$ cat config.mk
export PLATFORM = sky130hd
export DESIGN_NAME = timer_flags
export DESIGN_NICKNAME = d
export VERILOG_FILES = /design/src/design/tmr_pkg.sv /design/src/design/slot_if.sv /design/src/design/slot_out.sv /design/src/design/timer_flags.sv
export SDC_FILE = /design/constraint.sdc
export NUM_CORES = 1
export LEC_CHECK = 0
export ABC_CLOCK_PERIOD_IN_PS = 3300
export BUFFER_PORTS_ARGS = -buffer_cell sky130_fd_sc_hd__buf_4
export CORE_ASPECT_RATIO = 1.25
export CORE_UTILIZATION = 34
export DETAILED_ROUTE_END_ITERATION = 6
export PLACE_DENSITY = 0.5
export SYNTH_ARGS = -nofsm -noshare
export SYNTH_HDL_FRONTEND = slang
export SYNTH_HIERARCHICAL = 1
export SYNTH_SLANG_ARGS = --single-unit
$ cat constraint.sdc
create_clock -name clk -period 3.3 [get_ports clk]
set_clock_uncertainty 0.15 [all_clocks]
set_input_delay 0.165 -clock clk [delete_from_list [all_inputs] [get_ports clk]]
set_output_delay 0.165 -clock clk [all_outputs]
set_load 0.02 [all_outputs]
$ cat src/design/tmr_pkg.sv
// Constants shared by the timer channel flag and compare output logic.
// Assumes a 32-bit APB register bus; offsets are byte addresses.
package tmr_pkg;
    // ------------------------------------------------------------
    // Register offsets
    // ------------------------------------------------------------
    localparam logic [7:0] OFS_ENABLES = 8'h00;
    localparam logic [7:0] OFS_FLAGS = 8'h04;
    localparam logic [7:0] OFS_OUTSEL = 8'h08;
    localparam logic [7:0] OFS_COUNT = 8'h0c;
    localparam logic [7:0] OFS_SLOT1 = 8'h10;
    localparam logic [7:0] OFS_SLOT2 = 8'h14;
    localparam logic [7:0] OFS_CTRL = 8'h18;

    // ------------------------------------------------------------
    // Field positions and fixed bits
    // ------------------------------------------------------------
    localparam int BIT_SLOT1 = 0;
    localparam int BIT_SLOT2 = 1;
    localparam int BIT_WRAP = 2;
    localparam int BIT_PHASE = 4;
    localparam logic [4:0] FLAG_PAD = 5'h1f;
    localparam logic [3:0] OUTSEL_PAD = 4'hf;

    // ------------------------------------------------------------
    // Reset values and counter limits
    // ------------------------------------------------------------
    localparam logic [2:0] ENABLES_RST = 3'h0;
    localparam logic [2:0] FLAGS_RST = 3'h0;
    localparam logic [3:0] OUTSEL_RST = 4'h0;
    localparam logic [4:0] CTRL_RST = 5'h00;
    localparam logic [15:0] COUNT_RST = 16'h0000;
    localparam logic [15:0] SLOT_RST = 16'hffff;
    localparam logic [15:0] COUNT_MAX = 16'hffff;
    localparam logic [15:0] COUNT_MIN = 16'h0000;

    // ------------------------------------------------------------
    // Compare output selection codes and the capture edge select off code
    // ------------------------------------------------------------
    localparam logic [1:0] SEL_OFF = 2'h0;
    localparam logic [1:0] SEL_LOW = 2'h1;
    localparam logic [1:0] SEL_HIGH = 2'h2;
    localparam logic [1:0] EDGE_NONE = 2'h0;
endpackage : tmr_pkg

$ cat src/design/slot_if.sv
// Link between the flag logic and one compare output slot.
// Assumes both ends share the system clock.
interface slot_if;
    logic match;
    logic [1:0] sel;
    logic [1:0] edge_sel;
    logic pin;
    logic pin_oe;
    modport ctl (output match, output sel, output edge_sel, input pin, input pin_oe);
    modport drv (input match, input sel, input edge_sel, output pin, output pin_oe);
endinterface : slot_if

$ cat src/design/slot_out.sv
// Compare output driver for one general slot.
// Assumes match is a one-cycle pulse on clk from the flag logic.
module slot_out (
    input wire logic clk,
    input wire logic reset,
    slot_if.drv sl
);
    logic pin_r;
    logic compare_mode;

    // A slot in capture mode never drives its pin
    assign compare_mode = (sl.edge_sel == tmr_pkg::EDGE_NONE);

    // ------------------------------------------------------------
    // Output level
    // ------------------------------------------------------------
    // Code 11 falls into default so the pin simply keeps its level
    always_ff @(posedge clk) begin
        if (reset) begin
            pin_r <= 1'b0;
        end else if (sl.match && compare_mode) begin
            case (sl.sel)
                tmr_pkg::SEL_LOW: pin_r <= 1'b0;
                tmr_pkg::SEL_HIGH: pin_r <= 1'b1;
                default: pin_r <= pin_r;
            endcase
        end
    end

    assign sl.pin = pin_r;
    assign sl.pin_oe = compare_mode && (sl.sel == tmr_pkg::SEL_LOW || sl.sel == tmr_pkg::SEL_HIGH);
endmodule : slot_out

$ cat src/design/timer_flags.sv
// Flag, interrupt and compare output enable logic for one timer channel.
// Assumes an APB master on clk and same-clock count, capture and transfer pulses.
//
// Implementation choices: the address map and the APB interface to the registers.
module timer_flags #(
    parameter bit PHASE_CAPABLE = 1'b1
) (
    input wire logic clk,
    input wire logic reset,
    input wire logic psel,
    input wire logic penable,
    input wire logic pwrite,
    input wire logic [7:0] paddr,
    input wire logic [31:0] pwdata,
    output logic [31:0] prdata,
    output logic pready,
    output logic pslverr,
    input wire logic count_tick,
    input wire logic count_down,
    input wire logic capture_one,
    input wire logic capture_two,
    input wire logic xfer_start_one,
    input wire logic xfer_start_two,
    output logic slot_one_request,
    output logic slot_two_request,
    output logic wrap_request,
    output logic irq,
    output logic compare_pin_one,
    output logic compare_pin_one_oe,
    output logic compare_pin_two,
    output logic compare_pin_two_oe
);
    logic [2:0] event_irq_enables_r;
    logic [2:0] event_flags_r;
    logic [2:0] arm_r;
    logic [3:0] compare_output_select_r;
    logic [4:0] ctrl_r;
    logic [15:0] count_r;
    logic [15:0] count_nxt;
    logic [15:0] general_slot_one_r;
    logic [15:0] general_slot_two_r;
    logic [31:0] prdata_r;
    logic [31:0] rd_mux;
    logic setup;
    logic access;
    logic wr;
    logic mapped;
    logic going_down;
    logic wrap_evt;
    logic [1:0] match_v;
    logic [2:0] set_v;
    logic [2:0] clr_v;

    // ------------------------------------------------------------
    // APB decode
    // ------------------------------------------------------------
    // Zero wait states; read data is latched in setup so it leaves a flop
    assign setup = psel && !penable;
    assign access = psel && penable;
    assign wr = access && pwrite;
    assign pready = 1'b1;
    assign pslverr = access && !mapped;
    assign prdata = prdata_r;

    // Address map and read multiplexer
    always_comb begin
        mapped = 1'b1;
        rd_mux = 32'h0;
        case (paddr)
            tmr_pkg::OFS_ENABLES: rd_mux = {24'h0, tmr_pkg::FLAG_PAD, event_irq_enables_r};
            tmr_pkg::OFS_FLAGS: rd_mux = {24'h0, tmr_pkg::FLAG_PAD, event_flags_r};
            tmr_pkg::OFS_OUTSEL: rd_mux = {24'h0, tmr_pkg::OUTSEL_PAD, compare_output_select_r};
            tmr_pkg::OFS_COUNT: rd_mux = {16'h0, count_r};
            tmr_pkg::OFS_SLOT1: rd_mux = {16'h0, general_slot_one_r};
            tmr_pkg::OFS_SLOT2: rd_mux = {16'h0, general_slot_two_r};
            tmr_pkg::OFS_CTRL: rd_mux = {27'h0, ctrl_r};
            default: mapped = 1'b0;
        endcase
    end

    // Read data register
    always_ff @(posedge clk) begin
        if (reset) begin
            prdata_r <= 32'h0;
        end else if (setup && !pwrite) begin
            prdata_r <= rd_mux;
        end
    end

    // ------------------------------------------------------------
    // Software registers
    // ------------------------------------------------------------
    // Padding bits are never stored, so writes cannot reach them
    always_ff @(posedge clk) begin
        if (reset) begin
            event_irq_enables_r <= tmr_pkg::ENABLES_RST;
            compare_output_select_r <= tmr_pkg::OUTSEL_RST;
            ctrl_r <= tmr_pkg::CTRL_RST;
        end else if (wr) begin
            if (paddr == tmr_pkg::OFS_ENABLES) begin
                event_irq_enables_r <= pwdata[2:0];
            end
            if (paddr == tmr_pkg::OFS_OUTSEL) begin
                compare_output_select_r <= pwdata[3:0];
            end
            if (paddr == tmr_pkg::OFS_CTRL) begin
                ctrl_r <= pwdata[4:0];
            end
        end
    end

    // ------------------------------------------------------------
    // Counter
    // ------------------------------------------------------------
    // Only a phase capable channel may count down
    assign going_down = PHASE_CAPABLE && ctrl_r[tmr_pkg::BIT_PHASE] && count_down;

    always_comb begin
        count_nxt = going_down ? count_r - 16'h1 : count_r + 16'h1;
    end

    // Wrap in either direction raises the same event
    assign wrap_evt = count_tick && (going_down ? count_r == tmr_pkg::COUNT_MIN
                                                : count_r == tmr_pkg::COUNT_MAX);

    // Counter update; a software write wins over a tick in the same cycle
    always_ff @(posedge clk) begin
        if (reset) begin
            count_r <= tmr_pkg::COUNT_RST;
        end else if (wr && paddr == tmr_pkg::OFS_COUNT) begin
            count_r <= pwdata[15:0];
        end else if (count_tick) begin
            count_r <= count_nxt;
        end
    end

    // ------------------------------------------------------------
    // General slots: compare or capture
    // ------------------------------------------------------------
    // A nonzero edge select puts the slot into capture mode
    always_ff @(posedge clk) begin
        if (reset) begin
            general_slot_one_r <= tmr_pkg::SLOT_RST;
            general_slot_two_r <= tmr_pkg::SLOT_RST;
        end else begin
            if (capture_one && ctrl_r[1:0] != tmr_pkg::EDGE_NONE) begin
                general_slot_one_r <= count_r;
            end else if (wr && paddr == tmr_pkg::OFS_SLOT1) begin
                general_slot_one_r <= pwdata[15:0];
            end
            if (capture_two && ctrl_r[3:2] != tmr_pkg::EDGE_NONE) begin
                general_slot_two_r <= count_r;
            end else if (wr && paddr == tmr_pkg::OFS_SLOT2) begin
                general_slot_two_r <= pwdata[15:0];
            end
        end
    end

    // Match fires on the tick that brings the counter onto the slot value
    assign match_v[0] = count_tick && count_nxt == general_slot_one_r && ctrl_r[1:0] == tmr_pkg::EDGE_NONE;
    assign match_v[1] = count_tick && count_nxt == general_slot_two_r && ctrl_r[3:2] == tmr_pkg::EDGE_NONE;

    // ------------------------------------------------------------
    // Event flags
    // ------------------------------------------------------------
    // Set sources per flag bit
    assign set_v[tmr_pkg::BIT_SLOT1] = match_v[0] || (capture_one && ctrl_r[1:0] != tmr_pkg::EDGE_NONE);
    assign set_v[tmr_pkg::BIT_SLOT2] = match_v[1] || (capture_two && ctrl_r[3:2] != tmr_pkg::EDGE_NONE);
    assign set_v[tmr_pkg::BIT_WRAP] = wrap_evt;

    // Clear sources: armed write of 0, or transfer controller start
    always_comb begin
        clr_v = 3'h0;
        if (wr && paddr == tmr_pkg::OFS_FLAGS) begin
            clr_v = arm_r & ~pwdata[2:0];
        end
        clr_v[tmr_pkg::BIT_SLOT1] = clr_v[tmr_pkg::BIT_SLOT1] || xfer_start_one;
        clr_v[tmr_pkg::BIT_SLOT2] = clr_v[tmr_pkg::BIT_SLOT2] || xfer_start_two;
    end

    // A new event beats a clear in the same cycle so none is lost
    always_ff @(posedge clk) begin
        if (reset) begin
            event_flags_r <= tmr_pkg::FLAGS_RST;
        end else begin
            event_flags_r <= set_v | (event_flags_r & ~clr_v);
        end
    end

    // Arming remembers which flags software last read as 1
    // Any flag write disarms, so a stale read cannot clear a later event
    always_ff @(posedge clk) begin
        if (reset) begin
            arm_r <= tmr_pkg::FLAGS_RST;
        end else if (access && paddr == tmr_pkg::OFS_FLAGS) begin
            arm_r <= pwrite ? 3'h0 : prdata_r[2:0] & event_flags_r;
        end else begin
            arm_r <= arm_r & event_flags_r & ~clr_v;
        end
    end

    // ------------------------------------------------------------
    // Requests and interrupt
    // ------------------------------------------------------------
    // Gated slot requests also start the transfer controller
    assign slot_one_request = event_flags_r[tmr_pkg::BIT_SLOT1] && event_irq_enables_r[tmr_pkg::BIT_SLOT1];
    assign slot_two_request = event_flags_r[tmr_pkg::BIT_SLOT2] && event_irq_enables_r[tmr_pkg::BIT_SLOT2];
    assign wrap_request = event_flags_r[tmr_pkg::BIT_WRAP] && event_irq_enables_r[tmr_pkg::BIT_WRAP];
    assign irq = slot_one_request || slot_two_request || wrap_request;

    // ------------------------------------------------------------
    // Compare output slots
    // ------------------------------------------------------------
    slot_if sl [2] ();
    logic [1:0] pin_v;
    logic [1:0] oe_v;

    // Slot 0 is general slot one, slot 1 is general slot two
    generate
        for (genvar i = 0; i < 2; i++) begin : g_slot
            assign sl[i].match = match_v[i];
            assign sl[i].sel = compare_output_select_r[2*i+:2];
            assign sl[i].edge_sel = ctrl_r[2*i+:2];
            assign pin_v[i] = sl[i].pin;
            assign oe_v[i] = sl[i].pin_oe;
            slot_out u_out (
                .clk(clk),
                .reset(reset),
                .sl(sl[i])
            );
        end
    endgenerate

    assign compare_pin_one = pin_v[0];
    assign compare_pin_one_oe = oe_v[0];
    assign compare_pin_two = pin_v[1];
    assign compare_pin_two_oe = oe_v[1];
endmodule : timer_flags

==> summary by stage <==
Yosys
The total of warnings raised by yosys is 6. The cell area after synthesis is 6255 um^2. Synthesis inferred 84 register bits. After synthesis, the cell types taking the most area are dfxtp_1 (27%), nand2_1 (6.3%), xnor2_1 (5.3%).

The share of synthesized flip-flops with an asynchronous set or reset is 0%. The most used flip-flop cell after synthesis is dfxtp_1. The average instance area after synthesis is 7.455 um^2. The largest area contributor in the netlist is dfxtp_1.

The sequential fraction of the synthesis area is 26.89%. The number of instances in the synthesized netlist is 839. Yosys mapped a number of flops with a built-in enable equal to 0. The share of Yosys cell area claimed by the top area cell type is 26.89%. The count of cell types in the netlist is 78.

Worst setup path
The start-to-end type of the worst setup path is reg2reg. Along the worst path, the maximum fanout reaches 3. The endpoint type of the worst setup path is a register.

The signal on the critical path passes through or4_1 > nor4_2 > or2_2 > o211ai_2 > xor2_1 > or4b_1 > nor4_4 > buf_4 > nor4b_4 > mux2i_1. The required time of the critical path is 3.44 ns. The slowest stage of the critical path is the or4_1 cell. At the worst endpoint, the arrival time is 3.36 ns.

The largest single stage delay on the critical path is 0.60 ns. STA classifies the critical path startpoint as a register. Counting both buffers and inverters, the worst setup path holds a total of 1. The critical path's top delay family is simple AND/OR/NAND/NOR gates.

CTS
Clock-pin slew was measured on the worst setup and hold paths at 0.07 ns. Counting every sink on the clock net gives 84. The H-tree was split into 3 levels.

The tree is rooted in a clkbuf_16. The number of buffers on the longest clock path is 2. The TritonCTS clock tree is built. For the worst-skew pair, the clock arrives at the later sink with an insertion delay of 0.36 ns.

Buffers inserted during clock tree synthesis total 9.

Final layout
The number of filler instances in the final layout is 1901. The ratio of cells with drive above 1 in the final layout is 19.35%. From synthesis to final layout, the design area changed by 23.24%. The net count reported at finish is 981. The final cell count without fillers is 1158. Summing all multi-input logic gate instances after layout gives 4268 um^2. The number of antenna diodes in the final layout is 0. The sequential cells in the finished layout cover a total of 1683 um^2.

Timing
Setup violations remaining at the end of the flow were counted as 0. The final critical path takes up 97.74% of the cycle. For this run, the top clock speed supported by timing is 0.3100 GHz.

Setup repair after global routing could not meet its margin everywhere. The number of max-slew violations in the final report is 0. The hold violation total from the final report is 0. The final setup TNS is 0 ns. The clock period minus worst slack is 3.225 ns. The slew at the pin with the worst max-slew slack is 0.8527 ns. Headroom to the max-slew limit came out at 42.90%.

Global route
Entering global routing, the biggest net connects 63 pins. The overflow left after global routing is 0. The via count of the first global-routing pass was 5899. The first global-routing pass estimated 33.83 mm of wire. The initial antenna violation count came to 0. Global routing used 23.69% of the available tracks.

Power
The sequential group share of total power is 42.8%. The worst vdd rail ir drop is 0.2231 mV. The clock group share of total power is 45.0%. The internal power component is 1.766 mW. The analysis attributes to cell leakage a power of 2.976 nW. The fraction of power consumed by combinational cells is 12.1%. The total power draw is 2.421 mW. Summed over all nets, the switching power comes to 0.6556 mW.

The ratio of total power to cell area is 314.1 nW/um^2. The switching power share of the total is 27.07%.

Floorplanning
During I/O placement, the number of pins put on the boundary was 93. The starting density of the core is 34.69%. The die covers 18950 um^2.

The vertical extent of the die is 153.6 um. The total area inside the core boundary comes to 18030 um^2. The initialized floorplan defines 55 standard-cell rows. The die is 123.3 um wide.

Drt
The detailed router finished its first iteration with 474 violations. The DRC violation count after routing is 0. Dividing the detail-routed via count by the number of cells gives 5.522. The routed layout has 6394 vias. The number of nets with antenna violations after detailed routing is 0. The aggregate routed wire length is 22.07 mm.

The routed length per instance is 19.06 um. The number of search-and-repair iterations in the first detailed-routing pass is 5.

Placed design
The routability congestion estimate from global placement is 0.8614. The HPWL after detailed placement is 16.33 mm. The placed instance count is 1126. The number of port buffers is 59.

Job
Max-cap violations in this run came to 0.

Hold path
The min-delay analysis places its worst path in the category in2reg.

Run status
The flow ran to the end, and the final reports show no timing, DRC or antenna violations.
-- worst paths after layout --
kind                                    from                         end  slack [ns]  cells after the start
setup / recovery                  count_r[0]      g_slot[1].u_out/sl.pin        0.07                     10
hold / removal                     pwdata[5]                  count_r[5]        0.01                      3
setup reg to reg                  count_r[0]      g_slot[1].u_out/sl.pin        0.07                     10
hold reg to reg   compare_output_select_r[0]  compare_output_select_r[0]        0.33                      2
-- kinds of logic (layout without fill, tap and decap cells) --
logic type	count (synthesis)	count (layout)	share of synthesized area [%]
flops	84	84	26.89
other cells	2	17	0.1201
fa+ha+maj	5	5	1.000
mux	24	24	3.881
simple gates	395	395	33.13
xor+xnor	63	63	9.922
buf+inv	96	172	7.222
compound gates	170	170	17.84
-- cell usage in the layout, fill, tap and decap left out, types with 23 or more instances in the layout --
cell	synthesis	layout
nand2b_1	37	37
nand3_1	62	62
o21ai_0	51	49
a21oi_1	29	28
buf_4	19	127
nand2_1	105	105
nor3_1	23	23
nor2_1	71	70
dfxtp_1	84	83
xnor2_1	38	38
a211oi_1	24	24
-- through the flow --
step | util (%) | cell area (um^2) | setup slack, ns | hold WS, ns
after floorplan | - | 6312 | 0.02014 | 0.1589
after global placement | 39.78 | 7172 | 0.006966 | 0.3113
after detailed placement | 39.78 | 7172 | 0.003577 | 0.3084
after CTS | 42.31 | 7629 | 0.02756 | 0.01527
after global routing | 42.75 | 7709 | -0.04663 | 0.02869
final | 42.75 | 7709 | 0.07454 | 0.01247
-- layer usage --
layer  vias to the layer above  wire length, um  global-route usage, %
met4                         0              516                  8.204
li1                       3121                -                      -
met3                        45             1007                  2.893
met5                         -                0                      0
met1                      3009            10130                  32.46
met2                       219            10410                  37.91
-- synthesized netlist by cell type, types with 13 or more instances --
cell      number
nand2_1      105
dfxtp_1       84
nor2_1        71
nand3_1       62
o21ai_0       51
clkbuf_1      46
xnor2_1       38
nand2b_1      37
a21oi_1       29
a211oi_1      24
nor3_1        23
mux2i_1       22
xor2_1        20
buf_4         19
nor4_1        13
-- sequential cells by signal, summed over array words and instances (netlist names) --
name	count
count_r	16
general_slot_one_r	16
general_slot_two_r	16
prdata	16
ctrl_r	5
compare_output_select_r	4
arm_r	3
event_flags_r	3
event_irq_enables_r	3
g_slot.u_out/sl.pin	2
-- worst reg2reg max path: stages, from the launching register on --
cell,delay (ns)
dfxtp_1,0.32
or4_1,0.60
nor4_2,0.32
or2_2,0.18
o211ai_2,0.10
xor2_1,0.21
or4b_1,0.51
nor4_4,0.23
buf_4,0.16
nor4b_4,0.19
mux2i_1,0.20
-- power by group through the flow --
stage               clock network (mW)  registers [mW]  logic, mW
floorplan                            0            1.07      0.155
global placement                     0            1.06      0.275
detailed placement                   0            1.06      0.275
CTS                               1.11            1.04      0.289
global route                      1.15            1.04      0.317
finish                            1.09            1.04      0.294
-- area by class of cell --
cell class / count / area share [%]
sequential: 84 / 21.83
clock inverter: 6 / 0.8927
multi-input combinational: 674 / 55.36
tap: 228 / 3.701
timing repair buffer: 143 / 14.48
clock buffer: 10 / 3.100
inverter: 13 / 0.6330
-- repair_timing --
item                       4_1_cts  5_1_grt
hold buffers                    14        0
gates resized for setup          2       13
hold endpoints to repair        20        0
pin swaps                        0        3
setup endpoints to repair        1        1
buffers inserted                 0        2
Note: power is estimated with default switching activity, not from simulation.
